File: src/logic/uab_map.svh
// register map, field positions, reset values and timing counts
`ifndef UAB_MAP_SVH
`define UAB_MAP_SVH
// register byte offsets
`define UAB_CTRL_OFS   12'h000
`define UAB_BAUD_OFS   12'h004
`define UAB_DATA_OFS   12'h008
`define UAB_STAT_OFS   12'h00c
`define UAB_IRCFG_OFS  12'h010
// control fields
`define UAB_F_RECEIVE_MODE_SELECT   1:0
`define UAB_F_COMMUNICATION_MODE    3:2
`define UAB_F_LOOP     4
`define UAB_F_ODRAIN   5
`define UAB_F_LDC      7:6
`define UAB_F_IREVT    8
`define UAB_F_IRTX     10:9
// infrared config fields
`define UAB_F_IRTXW    7:0
`define UAB_F_IRRXMIN  15:8
// status bits
`define UAB_ST_RXV     0
`define UAB_ST_TXB     1
`define UAB_ST_WFB     2
`define UAB_ST_SFE     3
// reset values
`define UAB_CTRL_RST   11'h000
`define UAB_IRCFG_RST  16'h0404
// timing counts
`define UAB_BREAK_CYC  4'hc
`define UAB_BAUD_MIN   16'h0064
`define UAB_S_NORM     5'h10
`define UAB_S_DBL      5'h08
`define UAB_SF_NORM    5'h08
`define UAB_SF_DBL     5'h04
`define UAB_IR_316     5'h03
`define UAB_SYNC_E2    3'h1
`define UAB_SYNC_LAST  3'h4
`endif

File: src/logic/uab_pkg.sv
// types shared by the serial transceiver extensions
`default_nettype none
package uab_pkg;
	// receive mode codes
	typedef enum logic [1:0] {
		UAB_RX_NORMAL = 2'h0,
		UAB_RX_DOUBLE = 2'h1,
		UAB_RX_GENAB  = 2'h2,
		UAB_RX_LINAB  = 2'h3
	} uab_receive_mode_select_t;
	// communication mode codes
	typedef enum logic [1:0] {
		UAB_CM_ASYNC = 2'h0,
		UAB_CM_RSV1  = 2'h1,
		UAB_CM_IR    = 2'h2,
		UAB_CM_RSV3  = 2'h3
	} uab_communication_mode_t;
	// infrared transmit pulse options
	typedef enum logic [1:0] {
		UAB_IRT_316   = 2'h0,
		UAB_IRT_FIXED = 2'h1,
		UAB_IRT_OFF   = 2'h2,
		UAB_IRT_RSV   = 2'h3
	} uab_irtx_t;
	// state machines
	typedef enum logic [1:0] {UAB_RXS_IDLE, UAB_RXS_START, UAB_RXS_DATA, UAB_RXS_STOP} uab_rxs_t;
	typedef enum logic [1:0] {UAB_TXS_IDLE, UAB_TXS_GUARD, UAB_TXS_FRAME} uab_txs_t;
	typedef enum logic [1:0] {UAB_ABS_BRK, UAB_ABS_GAP, UAB_ABS_SYNC, UAB_ABS_MEAS} uab_abs_t;
endpackage : uab_pkg
`default_nettype wire

File: src/logic/uab_core.sv
// serial transceiver with oversampled rx, auto-baud, one-wire, line driver and infrared
//
// Local design decisions: register access over APB and the address map.
`timescale 1ns/100ps
`default_nettype none
`include "uab_map.svh"

// Behaviour
// - double-speed mode doubles bit rate
// - sixteen or eight samples per bit
// - vote on samples 8-10 or 4-6
// - start needs two low votes else idle
// - twelve low cycles mark a break
// - sync start counts clocks for eight bits
// - wait-for-break accepts any break length in generic auto-baud
// - generic update only for valid count
// - mode code three selects constrained auto-baud
// - constrained mode needs twelve low cycles
// - sync with second fall off a quarter of the count sets error, keeps baud
// - loop-back feeds tx pin to receiver
// - open-drain only pulls low
// - open-drain makes tx pin an output only while low
// - receiver sees own transmitted frames in loop-back
// - direction output high while transmitting
// - direction rises one bit early, covers stop
// - tx pin output one clock before frame, one bit with direction
// - line driver control works with loop-back
// - infrared mode code two, pulses are low on the pins
// - infrared input from event channel
// - three infrared transmit pulse options
// - short infrared pulses decode as one
// - no double speed in infrared mode
module uab_core #(
	parameter logic [15:0] BAUD_RST = 16'h0400
) (
	// clock, reset, enable
	input  wire logic        mclk,
	input  wire logic        sys_rst,
	input  wire logic        ce,
	// apb slave
	input  wire logic        psel,
	input  wire logic        penable,
	input  wire logic        pwrite,
	input  wire logic [11:0] paddr,
	input  wire logic [31:0] pwdata,
	output logic      [31:0] prdata,
	output logic             pready,
	output logic             pslverr,
	// serial pins
	input  wire logic        rx_pin_in,
	input  wire logic        tx_pin_in,
	output logic             tx_pin_out,
	output logic             tx_pin_oe,
	output logic             driver_direction_out,
	// infrared event channel
	input  wire logic        ir_event_in
);
	import uab_pkg::*;

	// refuse a reset baud below the usable range
	if (BAUD_RST < `UAB_BAUD_MIN) begin : g_chk
		$error("BAUD_RST below minimum");
	end

	// software registers
	logic [10:0] ctrl_q;     // control fields
	logic [15:0] baud_q;     // clocks per eight bit times
	logic [15:0] ircfg_q;    // infrared widths
	logic [8:0]  rxbuf_q;    // frame error and data
	logic        rxv_q;      // receive data valid
	logic        wfb_q;      // wait_for_break
	logic        sfe_q;      // sync_field_error_flag
	// apb answer flops
	logic [31:0] prdata_q;
	logic        pready_q;
	logic        pslverr_q;
	// pin output flops
	logic        txo_q;
	logic        txoe_q;
	logic        dir_q;

	// decoded control
	uab_receive_mode_select_t receive_mode_select;
	uab_communication_mode_t  communication_mode;
	uab_irtx_t   irtx;
	logic        infrared_mode;
	logic        dbl;
	logic        generic_autobaud;
	logic        constrained_autobaud;
	logic        loopback_enable;
	logic        open_drain_enable;
	logic [1:0]  line_driver_control;
	logic [4:0]  spb;        // samples per bit
	logic [4:0]  sfirst;     // first voting sample

	assign receive_mode_select  = uab_receive_mode_select_t'(ctrl_q[`UAB_F_RECEIVE_MODE_SELECT]);
	assign communication_mode   = uab_communication_mode_t'(ctrl_q[`UAB_F_COMMUNICATION_MODE]);
	assign irtx                 = uab_irtx_t'(ctrl_q[`UAB_F_IRTX]);
	assign infrared_mode        = (communication_mode == UAB_CM_IR);
	assign generic_autobaud     = (receive_mode_select == UAB_RX_GENAB);
	assign constrained_autobaud = (receive_mode_select == UAB_RX_LINAB);
	assign loopback_enable      = ctrl_q[`UAB_F_LOOP];
	assign open_drain_enable    = ctrl_q[`UAB_F_ODRAIN];
	assign line_driver_control  = ctrl_q[`UAB_F_LDC];
	// infrared forces normal sampling
	assign dbl    = (receive_mode_select == UAB_RX_DOUBLE) && !infrared_mode;
	assign spb    = dbl ? `UAB_S_DBL : `UAB_S_NORM;
	assign sfirst = dbl ? `UAB_SF_DBL : `UAB_SF_NORM;

	// apb transfer phases
	logic acc;   // first access cycle, answer follows
	logic done;  // completing edge
	logic wr;
	logic rd;
	assign acc  = psel && penable && !pready_q;
	assign done = psel && penable && pready_q;
	assign wr   = done && pwrite;
	assign rd   = done && !pwrite;

	// tx and autobaud state needed by registers
	uab_txs_t    txs_q;
	uab_abs_t    abs_q;
	logic        ab_fin;     // measurement finished
	logic        ab_brk;     // break accepted
	logic [15:0] ab_cnt_q;
	logic        pat_ok;
	logic        rx_fin;     // frame complete
	logic [8:0]  rx_word;

	// read mux
	logic [31:0] rdata_c;
	logic        hit_c;
	always_comb
	begin
		rdata_c = 32'h0;
		hit_c   = 1'b1;
		unique case (paddr)
			`UAB_CTRL_OFS:  rdata_c = {21'h0, ctrl_q};
			`UAB_BAUD_OFS:  rdata_c = {16'h0, baud_q};
			`UAB_DATA_OFS:  rdata_c = {23'h0, rxbuf_q};
			`UAB_STAT_OFS:  rdata_c = {28'h0, sfe_q, wfb_q, (txs_q != UAB_TXS_IDLE), rxv_q};
			`UAB_IRCFG_OFS: rdata_c = {16'h0, ircfg_q};
			default:        hit_c   = 1'b0;
		endcase
	end

	// apb answer: one wait state, error on unmapped
	always_ff @(posedge mclk)
	begin
		if (sys_rst)
		begin
			pready_q  <= 1'b0;
			prdata_q  <= 32'h0;
			pslverr_q <= 1'b0;
		end
		else if (ce)
		begin
			pready_q  <= acc;
			pslverr_q <= acc && !hit_c;
			if (acc)
				prdata_q <= rdata_c;
		end
	end

	// measured count in range
	logic ab_range;
	assign ab_range = (ab_cnt_q >= `UAB_BAUD_MIN);

	// control, baud and infrared config
	always_ff @(posedge mclk)
	begin
		if (sys_rst)
		begin
			ctrl_q  <= `UAB_CTRL_RST;
			baud_q  <= BAUD_RST;
			ircfg_q <= `UAB_IRCFG_RST;
		end
		else if (ce)
		begin
			if (wr && paddr == `UAB_CTRL_OFS)
				ctrl_q <= pwdata[10:0];
			if (wr && paddr == `UAB_IRCFG_OFS)
				ircfg_q <= pwdata[15:0];
			// auto-baud result beats a software write
			if (ab_fin && ab_range && (generic_autobaud || pat_ok))
				baud_q <= ab_cnt_q;
			else if (wr && paddr == `UAB_BAUD_OFS)
				baud_q <= pwdata[15:0];
		end
	end

	// status flags, set wins over clear
	always_ff @(posedge mclk)
	begin
		if (sys_rst)
		begin
			rxv_q   <= 1'b0;
			rxbuf_q <= 9'h0;
			wfb_q   <= 1'b0;
			sfe_q   <= 1'b0;
		end
		else if (ce)
		begin
			// receive buffer, valid flag cleared by reading data
			if (rx_fin)
			begin
				rxv_q   <= 1'b1;
				rxbuf_q <= rx_word;
			end
			else if (rd && paddr == `UAB_DATA_OFS)
				rxv_q <= 1'b0;
			// wait for break: software sets, break clears
			if (wr && paddr == `UAB_STAT_OFS && pwdata[`UAB_ST_WFB])
				wfb_q <= 1'b1;
			else if (ab_brk)
				wfb_q <= 1'b0;
			// sync error: write one to clear
			if (ab_fin && constrained_autobaud && !pat_ok)
				sfe_q <= 1'b1;
			else if (wr && paddr == `UAB_STAT_OFS && pwdata[`UAB_ST_SFE])
				sfe_q <= 1'b0;
		end
	end

	// sample tick at sixteen per normal bit
	logic [8:0] div_q;
	logic [8:0] div_top;
	logic       tick_q;
	assign div_top = (baud_q[15:7] == 9'h0) ? 9'h1 : baud_q[15:7];
	always_ff @(posedge mclk)
	begin
		if (sys_rst)
		begin
			div_q  <= 9'h0;
			tick_q <= 1'b0;
		end
		else if (ce)
		begin
			// same tick rate, half the samples when doubled
			if (div_q >= div_top - 9'h1)
			begin
				div_q  <= 9'h0;
				tick_q <= 1'b1;
			end
			else
			begin
				div_q  <= div_q + 9'h1;
				tick_q <= 1'b0;
			end
		end
	end

	// pin input synchronisers: bit 0 rx pin, bit 1 tx pin
	logic [1:0] pin_raw;
	logic [1:0] pin_f;
	assign pin_raw = {tx_pin_in, rx_pin_in};
	for (genvar g = 0; g < 2; g++)
	begin : g_sync
		logic [2:0] s_q;  // shift chain
		logic       f_q;  // accepted level
		always_ff @(posedge mclk)
		begin
			if (sys_rst)
			begin
				s_q <= 3'h7;
				f_q <= 1'b1;
			end
			else if (ce)
			begin
				s_q <= {s_q[1:0], pin_raw[g]};
				if (s_q[1] == s_q[2])
					f_q <= s_q[2];
			end
		end
		assign pin_f[g] = f_q;
	end

	// receiver source: tx pin in loop-back, else rx pin
	logic raw_line;
	logic ir_pulse;
	logic rx_line;
	assign raw_line = loopback_enable ? pin_f[1] : pin_f[0];
	// pin low is a pulse; event channel bypasses the pin
	assign ir_pulse = ctrl_q[`UAB_F_IREVT] ? ir_event_in : !raw_line;

	// infrared decoder: qualified pulse holds a zero one bit time
	logic [7:0]  ir_lo_q;
	logic [12:0] ir_hold_q;
	always_ff @(posedge mclk)
	begin
		if (sys_rst)
		begin
			ir_lo_q   <= 8'h0;
			ir_hold_q <= 13'h0;
		end
		else if (ce)
		begin
			if (!ir_pulse)
				ir_lo_q <= 8'h0;
			else if (ir_lo_q != 8'hff)
				ir_lo_q <= ir_lo_q + 8'h1;
			// short pulses never load the hold
			if (ir_pulse && ({1'b0, ir_lo_q} + 9'h1 >= {1'b0, ircfg_q[`UAB_F_IRRXMIN]}))
				ir_hold_q <= baud_q[15:3];
			else if (ir_hold_q != 13'h0)
				ir_hold_q <= ir_hold_q - 13'h1;
		end
	end
	assign rx_line = infrared_mode ? (ir_hold_q == 13'h0) : raw_line;

	// autobaud busy blocks the frame receiver
	logic ab_en;
	logic ab_busy;
	assign ab_en   = generic_autobaud || constrained_autobaud;
	assign ab_busy = ab_en && (abs_q != UAB_ABS_BRK);

	// frame receiver, stepped by sample ticks
	uab_rxs_t   rxs_q;
	logic [4:0] rx_sc_q;   // sample number in bit
	logic [1:0] vote_q;
	logic [2:0] rx_bit_q;
	logic [7:0] rx_sh_q;
	logic [4:0] rx_n;
	logic       maj;
	assign rx_n    = rx_sc_q + 5'h1;
	assign maj     = (vote_q[1] & vote_q[0]) | (vote_q[1] & rx_line) | (vote_q[0] & rx_line);
	assign rx_fin  = tick_q && (rxs_q == UAB_RXS_STOP) && (rx_n == sfirst + 5'h2);
	assign rx_word = {!maj, rx_sh_q};
	always_ff @(posedge mclk)
	begin
		if (sys_rst)
		begin
			rxs_q    <= UAB_RXS_IDLE;
			rx_sc_q  <= 5'h0;
			vote_q   <= 2'h0;
			rx_bit_q <= 3'h0;
			rx_sh_q  <= 8'h0;
		end
		else if (ce && tick_q)
		begin
			if (rxs_q == UAB_RXS_IDLE)
			begin
				// first low sample is sample one
				if (!rx_line && !ab_busy)
				begin
					rxs_q   <= UAB_RXS_START;
					rx_sc_q <= 5'h1;
				end
			end
			else
			begin
				rx_sc_q <= (rx_n == spb) ? 5'h0 : rx_n;
				if (rx_n >= sfirst && rx_n < sfirst + 5'h2)
					vote_q <= {vote_q[0], rx_line};
				if (rx_n == sfirst + 5'h2)
				begin
					unique case (rxs_q)
						UAB_RXS_START:
						begin
							if (maj)
								rxs_q <= UAB_RXS_IDLE;
						end
						UAB_RXS_DATA:
							rx_sh_q <= {maj, rx_sh_q[7:1]};
						UAB_RXS_STOP:
							rxs_q <= UAB_RXS_IDLE; // later stop bits ignored
						default:
							rxs_q <= UAB_RXS_IDLE;
					endcase
				end
				else if (rx_n == spb)
				begin
					// bit boundary
					if (rxs_q == UAB_RXS_START)
					begin
						rxs_q    <= UAB_RXS_DATA;
						rx_bit_q <= 3'h0;
					end
					else if (rxs_q == UAB_RXS_DATA)
					begin
						if (rx_bit_q == 3'h7)
							rxs_q <= UAB_RXS_STOP;
						rx_bit_q <= rx_bit_q + 3'h1;
					end
				end
			end
		end
	end

	// auto-baud: break, gap, sync start, measure
	logic [3:0]  lowcnt_q;
	logic [2:0]  edges_q;
	logic [15:0] e2_q;
	logic        lv_q;
	logic        fall;
	logic [17:0] lim_lo;
	logic [17:0] lim_hi;
	logic [17:0] e2x4;
	assign fall   = lv_q && !rx_line;
	assign ab_brk = ab_en && (abs_q == UAB_ABS_BRK) && !rx_line
		&& ((lowcnt_q >= `UAB_BREAK_CYC - 4'h1)
		|| (generic_autobaud && wfb_q));
	assign ab_fin = (abs_q == UAB_ABS_MEAS) && fall && (edges_q == `UAB_SYNC_LAST - 3'h1);
	// second falling edge sits near a quarter of the count
	assign e2x4   = {e2_q, 2'b00};
	assign lim_lo = {2'b00, ab_cnt_q} - {4'h0, ab_cnt_q[15:2]};
	assign lim_hi = {2'b00, ab_cnt_q} + {4'h0, ab_cnt_q[15:2]};
	assign pat_ok = (e2x4 >= lim_lo) && (e2x4 <= lim_hi);
	always_ff @(posedge mclk)
	begin
		if (sys_rst)
		begin
			abs_q    <= UAB_ABS_BRK;
			lowcnt_q <= 4'h0;
			edges_q  <= 3'h0;
			e2_q     <= 16'h0;
			ab_cnt_q <= 16'h0;
			lv_q     <= 1'b1;
		end
		else if (ce)
		begin
			lv_q <= rx_line;
			// consecutive low clocks, saturating
			if (rx_line)
				lowcnt_q <= 4'h0;
			else if (lowcnt_q != `UAB_BREAK_CYC)
				lowcnt_q <= lowcnt_q + 4'h1;
			if (!ab_en)
				abs_q <= UAB_ABS_BRK;
			else
			begin
				unique case (abs_q)
					UAB_ABS_BRK:
						if (ab_brk)
							abs_q <= UAB_ABS_GAP;
					UAB_ABS_GAP:
						if (rx_line)
							abs_q <= UAB_ABS_SYNC;
					UAB_ABS_SYNC:
						if (!rx_line)
						begin
							// sync start bit starts the count
							abs_q    <= UAB_ABS_MEAS;
							ab_cnt_q <= 16'h1;
							edges_q  <= 3'h0;
						end
					UAB_ABS_MEAS:
					begin
						if (ab_cnt_q != 16'hffff)
							ab_cnt_q <= ab_cnt_q + 16'h1;
						else
							abs_q <= UAB_ABS_BRK; // stuck line, abandon
						if (fall)
						begin
							edges_q <= edges_q + 3'h1;
							if (edges_q == `UAB_SYNC_E2 - 3'h1)
								e2_q <= ab_cnt_q;
							if (edges_q == `UAB_SYNC_LAST - 3'h1)
								abs_q <= UAB_ABS_BRK; // eighth bit time reached
						end
					end
				endcase
			end
		end
	end

	// transmitter: guard, then start, eight data, stop
	logic [9:0] tx_sh_q;
	logic [3:0] tx_bit_q;
	logic [4:0] tx_sc_q;
	logic [7:0] tx_clk_q;   // clocks into the bit
	logic [4:0] tx_n;
	assign tx_n = tx_sc_q + 5'h1;
	always_ff @(posedge mclk)
	begin
		if (sys_rst)
		begin
			txs_q    <= UAB_TXS_IDLE;
			tx_sh_q  <= 10'h3ff;
			tx_bit_q <= 4'h0;
			tx_sc_q  <= 5'h0;
			tx_clk_q <= 8'h0;
		end
		else if (ce)
		begin
			if (tx_clk_q != 8'hff)
				tx_clk_q <= tx_clk_q + 8'h1;
			unique case (txs_q)
				UAB_TXS_IDLE:
					if (wr && paddr == `UAB_DATA_OFS)
					begin
						txs_q   <= UAB_TXS_GUARD;
						tx_sh_q <= {1'b1, pwdata[7:0], 1'b0};
						tx_sc_q <= 5'h0;
					end
				UAB_TXS_GUARD:
				begin
					// one bit of guard with direction, else one clock
					if (!line_driver_control[0] || (tick_q && tx_n == spb))
					begin
						txs_q    <= UAB_TXS_FRAME;
						tx_sc_q  <= 5'h0;
						tx_bit_q <= 4'h0;
						tx_clk_q <= 8'h0;
					end
					else if (tick_q)
						tx_sc_q <= tx_n;
				end
				UAB_TXS_FRAME:
					if (tick_q)
					begin
						if (tx_n == spb)
						begin
							tx_sc_q  <= 5'h0;
							tx_clk_q <= 8'h0;
							tx_bit_q <= tx_bit_q + 4'h1;
							tx_sh_q  <= {1'b1, tx_sh_q[9:1]};
							if (tx_bit_q == 4'h9)
								txs_q <= UAB_TXS_IDLE;
						end
						else
							tx_sc_q <= tx_n;
					end
				default:
					txs_q <= UAB_TXS_IDLE;
			endcase
		end
	end

	// line level with infrared pulse shaping
	logic in_frame;
	logic bitval;
	logic pulse;
	logic lvl;
	assign in_frame = (txs_q == UAB_TXS_FRAME);
	assign bitval   = in_frame ? tx_sh_q[0] : 1'b1;
	always_comb
	begin
		pulse = 1'b0;
		if (in_frame && !bitval)
		begin
			unique case (irtx)
				UAB_IRT_316:   pulse = (tx_sc_q < `UAB_IR_316);
				UAB_IRT_FIXED: pulse = (tx_clk_q < ircfg_q[`UAB_F_IRTXW]);
				default:       pulse = 1'b1;
			endcase
		end
	end
	assign lvl = infrared_mode ? !pulse : bitval;

	// registered pin drive and driver direction
	always_ff @(posedge mclk)
	begin
		if (sys_rst)
		begin
			txo_q  <= 1'b1;
			txoe_q <= 1'b1;
			dir_q  <= 1'b0;
		end
		else if (ce)
		begin
			txo_q  <= open_drain_enable ? 1'b0 : lvl;
			if (open_drain_enable)
				txoe_q <= !lvl;
			else if (line_driver_control[1])
				txoe_q <= (txs_q != UAB_TXS_IDLE);
			else
				txoe_q <= 1'b1;
			dir_q  <= line_driver_control[0] && (txs_q != UAB_TXS_IDLE);
		end
	end

	// outputs straight from flops
	assign prdata               = prdata_q;
	assign pready               = pready_q;
	assign pslverr              = pslverr_q;
	assign tx_pin_out           = txo_q;
	assign tx_pin_oe            = txoe_q;
	assign driver_direction_out = dir_q;
endmodule : uab_core
`default_nettype wire

File: config.mk
export PLATFORM = sky130hd
export DESIGN_NAME = uab_core
export DESIGN_NICKNAME = d
export VERILOG_FILES = /design/src/logic/uab_pkg.sv /design/src/logic/uab_core.sv
export VERILOG_INCLUDE_DIRS = /design/src /design/src/logic
export SDC_FILE = /design/constraint.sdc
export NUM_CORES = 1
export LEC_CHECK = 0
export ABC_AREA = 1
export CAP_MARGIN = 25
export CORE_MARGIN = 8
export CORE_UTILIZATION = 45
export CTS_CLUSTER_SIZE = 14
export DETAILED_ROUTE_END_ITERATION = 16
export DONT_BUFFER_PORTS = 1
export RECOVER_POWER = 25
export SLEW_MARGIN = 40
export SYNTH_ARGS = -nofsm -noshare
export SYNTH_HDL_FRONTEND = slang
export SYNTH_SLANG_ARGS = --single-unit
File: constraint.sdc
create_clock -name mclk -period 5.1 [get_ports mclk]
set_input_delay 0.51 -clock mclk [delete_from_list [all_inputs] [get_ports mclk]]
set_output_delay 0.51 -clock mclk [all_outputs]
set_load 0.01 [all_outputs]
==> flow_metrics.py, run 1 <==
metrics = {
    "critical_path": {
        "cp_cell_sequence": "inv_1 > ha_1 > a21o_1 > a21oi_1 > o21ai_0 > a21boi_0 > o21bai_1 > xor2_1 > ha_1 > nand2_1 > nor2_1 > and2_1 > nand4_1 > nand3_1 > nand2_1 > nand2_1 > nand3_4 > buf_4 > nand3_1 > nand2_1 > nor2_1",
        "cp_common_cell": "nand2_1",
        "path_max_fanout": 9,
        "cp.arrival_ps": 4970,
        "crit_type": "flip-flop to flip-flop",
        "required_ps": 5560,
        "worstSetupEndpointType": "flip-flop",
        "crit_path_top_delay_cell": "dfxtp_1",
        "cp_slowest_stage_delay_ps": 570,
        "startpoint_type": "flip-flop",
    },
    "timing": {
        "clock_skew_ps": 11.9,
        "min_period_over_period": 0.883,
        "fin_crit_ps": 4500,
        "relSlewSlack": -0.649,
        "hold_viol": 0,
        "tightestPinTransition_ps": 2470,
        "max_freq_ghz": 0.222,
        "drv_slew": 124,
        "setup_tns_ps": 0,
        "finalSetupViolCount": 0,
        "rsz0062_at_grt": "no",
    },
    "routing": {
        "top_layer": "met4",
        "wl_per_cell_um": 15.7,
        "postRouteWirelength_mm": 35.8,
        "ant_nets": 0,
        "drtPass1Iterations": 5,
        "vias": 12000,
        "drc": 0,
        "drtIter0Drc": 928,
        "routed_via_density": 5.28,
        "route.met2.wl_mm": 16.2,
        "wl_met1_mm": 17.1,
        "dr_wl_met3_mm": 1.83,
    },
    "synth": {
        "synth_area_leaders": "dfxtp_1 31%, ha_1 11%, nand2_1 11%",
        "syn_area_per_cell_sq_um": 6.89,
        "synth_cell_types": 54,
        "muxShareOfSynthArea": 0.00460,
        "async_flop_share": 0,
        "synth_area_leader_cell": "dfxtp_1",
        "synth_top_area_share": 0.314,
        "ys_seq_elements": 205,
        "synth_compound_gate_area_share": 0.161,
        "synth_edf_count": 0,
        "netlist_area_sq_mm": 0.0131,
        "ys_warn_count": 0,
        "synthSimpleGateAreaFrac": 0.271,
        "yosysSeqAreaShare": 0.314,
        "synthXorXnorAreaFrac": 0.0449,
        "syn_inst": 1895,
        "synth-main-ff-cell": "dfxtp_1",
        "synthAdderAreaFrac": 0.111,
        "synth_top_family_by_area": "simple AND/OR/NAND/NOR gates",
    },
    "floorplan": {
        "die_x_um": 186,
        "rows": 62,
        "ios": 90,
        "core-area_sq_mm": 0.0286,
        "die_y_um": 186,
        "die_area_sq_mm": 0.0347,
        "start_util": 0.456,
    },
    "cells_and_area": {
        "drive_gt1_frac": 0.0471,
        "final_common_cell": "nand2_1",
        "design_area_sq_mm": 0.0141,
        "fin_nets": 2041,
        "area_growth_pct": 8.34,
        "diodes": 0,
        "mostFrequentLayoutCells": "375 x nand2_1, 222 x nor2_1, 212 x inv_1, 205 x dfxtp_1, 168 x a21oi_1",
    },
    "grt": {
        "grt_usage": 0.201,
        "grt_pass1_vias": 11200,
        "grt_overflow": 0,
        "grt_max_degree": 66,
        "antenna_found_initial": 0,
        "grt_pass1_wl_mm": 58.9,
    },
    "placement": {
        "io_buffers": 0,
        "dpl.hpwl_mm": 26.8,
        "placed_area_sq_mm": 0.0133,
        "gp_congestion": 0.883,
    },
    "power_and_ir_drop": {
        "swShare": 0.264,
        "pwr_density_cell_mw_per_mm2": 279,
        "power.switching_w": 0.00104,
        "irDropWorstVdd_v": 0.000230,
        "leakage_nw": 6.24,
        "p_int_w": 0.00290,
        "comb_power_share": 0.104,
        "seq_power_share": 0.432,
        "clockPowerShare": 0.464,
    },
    "outcome": {
        "status": "finished, violations left",
        "violations": "max-capacitance violations, max-slew violations",
    },
    "clock_tree": {
        "cts_htree_levels": 1,
        "clock_sinks": 205,
        "cts_hold_buf": 0,
        "cts_tree": "built",
        "clock_latency_ps": 530,
        "cts_max_path_buffers": 3,
        "post_cts_buffers": 0,
        "cts-resized-gates": 0,
        "cts_root_buf": "clkbuf_16",
        "clk_pin_slew_ps": 60,
        "cts_made_buffers": 26,
    },
    "hold_path": {
        "hold_path_class": "primary input to flip-flop",
    },
    "job": {
        "maxCapViolations": 2,
    },
}
==> cells in the mapped netlist, types with 5 or more instances <==
cell,count
a211oi_1,14
a21oi_1,168
a31oi_1,5
buf_2,15
buf_4,17
clkbuf_1,42
dfxtp_1,205
ha_1,113
inv_1,211
inv_2,6
mux2i_1,6
nand2_1,375
nand2_2,8
nand3_1,119
nand4_1,34
nor2_1,222
nor3_1,33
o211ai_1,16
o21ai_0,134
o22ai_1,20
xnor2_1,12
xor2_1,55
==> cell families after synthesis <==
logic type      count (synthesis)
xor+xnor                       67
fa+ha+maj                     115
other cells                     1
simple gates                  820
mux                             6
compound gates                383
buf+inv                       298
flops                         205
==> metrics by stage <==
step	setup WS [ps]	cells	util	hold slack, ps	power [W]
after global placement	802	2229	0.465	443	0.00213
after global routing	188	2275	0.494	30.7	0.00412
after detailed placement	696	2229	0.465	451	0.00214
after floorplan	1470	1910	-	425	0.00208
after CTS	667	2275	0.495	38.1	0.00398
final	598	2275	0.494	51.9	0.00394
==> worst max-delay path: cells and delay by family (launching register included) <==
kind | cells | cell delay [ps]
compound gates | 5 | 1260
buf+inv | 2 | 420
simple gates | 11 | 1310
fa+ha+maj | 2 | 730
xor+xnor | 1 | 170
flops | 1 | 570
==> final cells by class <==
cell class,instances,area (sq um)
multi-input combinational,1407,7790
timing repair buffer,14,93.8
fill,2889,14500
tap,384,480
clock buffer,34,721
inverter,219,822
clock inverter,12,133
sequential,205,4100
==> final timing paths <==
| kind | start | end | slack (ps) | depth (start not counted) |
|---|---|---|---|---|
| worst max-delay path | ab_cnt_q[6] | baud_q[0] | 600 | 21 |
| worst min-delay path | sys_rst | rx_bit_q[1] | 50 | 1 |
| worst max register to register | ab_cnt_q[6] | baud_q[0] | 600 | 21 |
| worst min register to register | wfb_q | wfb_q | 460 | 2 |
==> metal layers <==
metal	up-vias	track usage
li1	6209	-
met1	5517	0.274
met2	257	0.331
met3	38	0.0302
met4	0	0.0428
met5	-	0
==> sequential cells by signal, indices dropped and copies added, names as in the netlist, 4 cells and up <==
signal / cells
tx_bit_q: 4
div_q: 9
ir_lo_q: 8
ir_hold_q: 13
rx_sh_q: 8
tx_sh_q: 9
tx_sc_q: 5
g_sync.s_q: 6
tx_clk_q: 8
ctrl_q: 11
e2_q: 16
lowcnt_q: 4
baud_q: 16
prdata: 16
ab_cnt_q: 16
rxbuf_q: 9
rx_sc_q: 5
ircfg_q: 16
==> power groups by stage <==
stage | combinational [W] | clock, W | sequential [W]
after global placement | 0.000397 | 0 | 0.00174
after floorplan | 0.000355 | 0 | 0.00172
after detailed placement | 0.000405 | 0 | 0.00174
after global routing | 0.000473 | 0.00194 | 0.00171
after CTS | 0.000408 | 0.00187 | 0.00170
final | 0.000409 | 0.00183 | 0.00170
(Power assumes the default switching activity.)
==> run 2, diff against run 1 <==
Settings changed: PLACE_DENSITY_LB_ADDON set to 0.12.
==> flow_metrics.py, run 2 (same netlist as run 1, synthesis figures left out) <==
metrics = {
    "outcome": {
        "status": "finished, violations left",
        "violations": "max-capacitance violations, max-slew violations",
    },
    "timing": {
        "min_period_over_period": 0.886,
        "hold_viol": 0,
        "max_freq_ghz": 0.221,
        "relSlewSlack": -0.445,
        "rsz0062_at_grt": "no",
        "setup_tns_ps": 0,
        "fin_crit_ps": 4520,
        "tightestPinTransition_ps": 2160,
        "finalSetupViolCount": 0,
        "drv_slew": 101,
        "clock_skew_ps": 17.7,
        "holdWs_ps": 39.5,
    },
    "placement": {
        "gp_congestion": 0.885,
        "io_buffers": 0,
        "dpl.hpwl_mm": 26.9,
        "placed_area_sq_mm": 0.0133,
        "dp_cells": 2230,
    },
    "cells_and_area": {
        "diodes": 0,
        "layout.cells.non_filler": 2276,
        "area_growth_pct": 8.50,
        "final_common_cell": "nand2_1",
        "mostFrequentLayoutCells": "375 x nand2_1, 222 x nor2_1, 210 x inv_1, 205 x dfxtp_1, 168 x a21oi_1",
        "design_area_sq_mm": 0.0142,
        "drive_gt1_frac": 0.0476,
        "fin_nets": 2041,
    },
    "power_and_ir_drop": {
        "leakage_nw": 6.23,
        "pwr_density_cell_mw_per_mm2": 280,
        "p_int_w": 0.00294,
        "clockPowerShare": 0.466,
        "seq_power_share": 0.430,
        "power.switching_w": 0.00103,
        "irDropWorstVdd_v": 0.000218,
        "comb_power_share": 0.104,
        "swShare": 0.259,
    },
    "critical_path": {
        "cp.arrival_ps": 4940,
        "crit_type": "flip-flop to flip-flop",
        "cp_cell_sequence": "inv_1 > ha_1 > a21o_1 > a21oi_1 > o21ai_0 > a21boi_0 > o21bai_1 > xor2_1 > ha_1 > nand2_1 > nor2_1 > and2_1 > nand4_1 > nand3_1 > nand2_1 > nand2_1 > nand3_4 > nand2_2 > inv_2 > nor2_1 > nor2_1",
        "path_max_fanout": 17,
        "crit_path_top_delay_cell": "dfxtp_1",
        "required_ps": 5520,
        "r2r_cells": 21,
        "worstSetupEndpointType": "flip-flop",
        "cp_slowest_stage_delay_ps": 520,
        "startpoint_type": "flip-flop",
    },
    "grt": {
        "grt_max_degree": 66,
        "grt_overflow": 0,
        "antenna_found_initial": 0,
        "grtUsageMet2": 0.321,
        "busiest_layer": "met2",
        "grt_usage": 0.200,
        "use_met3": 0.0319,
        "grt_pass1_wl_mm": 58.8,
        "grtUsageMet1": 0.276,
        "grt_pass1_vias": 11200,
    },
    "clock_tree": {
        "post_cts_buffers": 0,
        "cts-resized-gates": 0,
        "cts_htree_levels": 1,
        "cts_max_path_buffers": 3,
        "clk_pin_slew_ps": 60,
        "cts_hold_buf": 0,
        "clock_latency_ps": 540,
        "cts_made_buffers": 25,
        "clock_sinks": 205,
        "cts_tree": "built",
        "cts_root_buf": "clkbuf_16",
    },
    "routing": {
        "drtIter0Drc": 785,
        "drtPass1Iterations": 7,
        "ant_nets": 0,
        "routed_via_density": 5.31,
        "vias": 12100,
        "postRouteWirelength_mm": 36.2,
        "wl_per_cell_um": 15.9,
        "drc": 0,
    },
    "floorplan": {
        "die_x_um": 186,
        "start_util": 0.456,
        "core-area_sq_mm": 0.0286,
        "die_y_um": 186,
        "rows": 62,
        "ios": 90,
        "die_area_sq_mm": 0.0347,
    },
    "job": {
        "maxCapViolations": 2,
    },
    "hold_path": {
        "hold_depth": 1,
        "hold_path_class": "primary input to flip-flop",
    },
}
[run 2: cell count changes in the layout (fill, tap and decap cells not counted), sizes merged]
cell / before / now
clkbuf: 37 / 38
clkinv: 11 / 7
clkinvlp: 0 / 3
inv: 218 / 216
bufinv: 2 / 3
buf: 11 / 13
[run 2: critical path: cells and delay by family (launching register included)]
kind                       cells  cell delay (ps)
AOI/OAI and AO/OA              5             1290
xor gates and xnor gates       1              160
adders and majority gates      2              720
buffers and inverters          2              350
DFF                            1              520
and+or+nand+nor               11             1350
[run 2: layout make-up]
type	instances	area, sq um
Tap cell	384	480
Multi-Input combinational cell	1407	7790
Sequential cell	205	4100
Clock inverter	10	145
Inverter	219	823
Fill cell	2929	14500
Clock buffer	36	717
Timing Repair Buffer	15	105
[run 2: power groups by stage]
| stage | clock network [W] | registers [W] | logic [W] |
|---|---|---|---|
| 3_5_place_dp | 0 | 0.00174 | 0.000406 |
| 2_1_floorplan | 0 | 0.00172 | 0.000355 |
| 6_report | 0.00185 | 0.00170 | 0.000411 |
| 5_1_grt | 0.00196 | 0.00171 | 0.000471 |
| 3_3_place_gp | 0 | 0.00174 | 0.000399 |
| 4_1_cts | 0.00188 | 0.00170 | 0.000409 |
[run 2: metal layers]
metal	routed length [um]	up-vias
li1	-	6199
met1	17500	5600
met2	16200	243
met3	1860	46
met4	706	0
met5	0	-
[run 2: worst paths after layout]
| path | startpoint | to | slack, ps |
|---|---|---|---|
| worst max-delay path | ab_cnt_q[6] | baud_q[1] | 580 |
| worst min-delay path | sys_rst | rx_sc_q[3] | 40 |
| worst max register to register | ab_cnt_q[6] | baud_q[1] | 580 |
| worst min register to register | g_sync[0].s_q[0] | g_sync[0].s_q[0] | 460 |
[run 2: stage by stage]
stage	total power (W)	setup WS, ps	utilization
after global placement	0.00213	701	0.465
final	0.00396	580	0.495
after floorplan	0.00208	1470	-
after CTS	0.00400	596	0.495
after detailed placement	0.00214	609	0.465
after global routing	0.00414	159	0.495
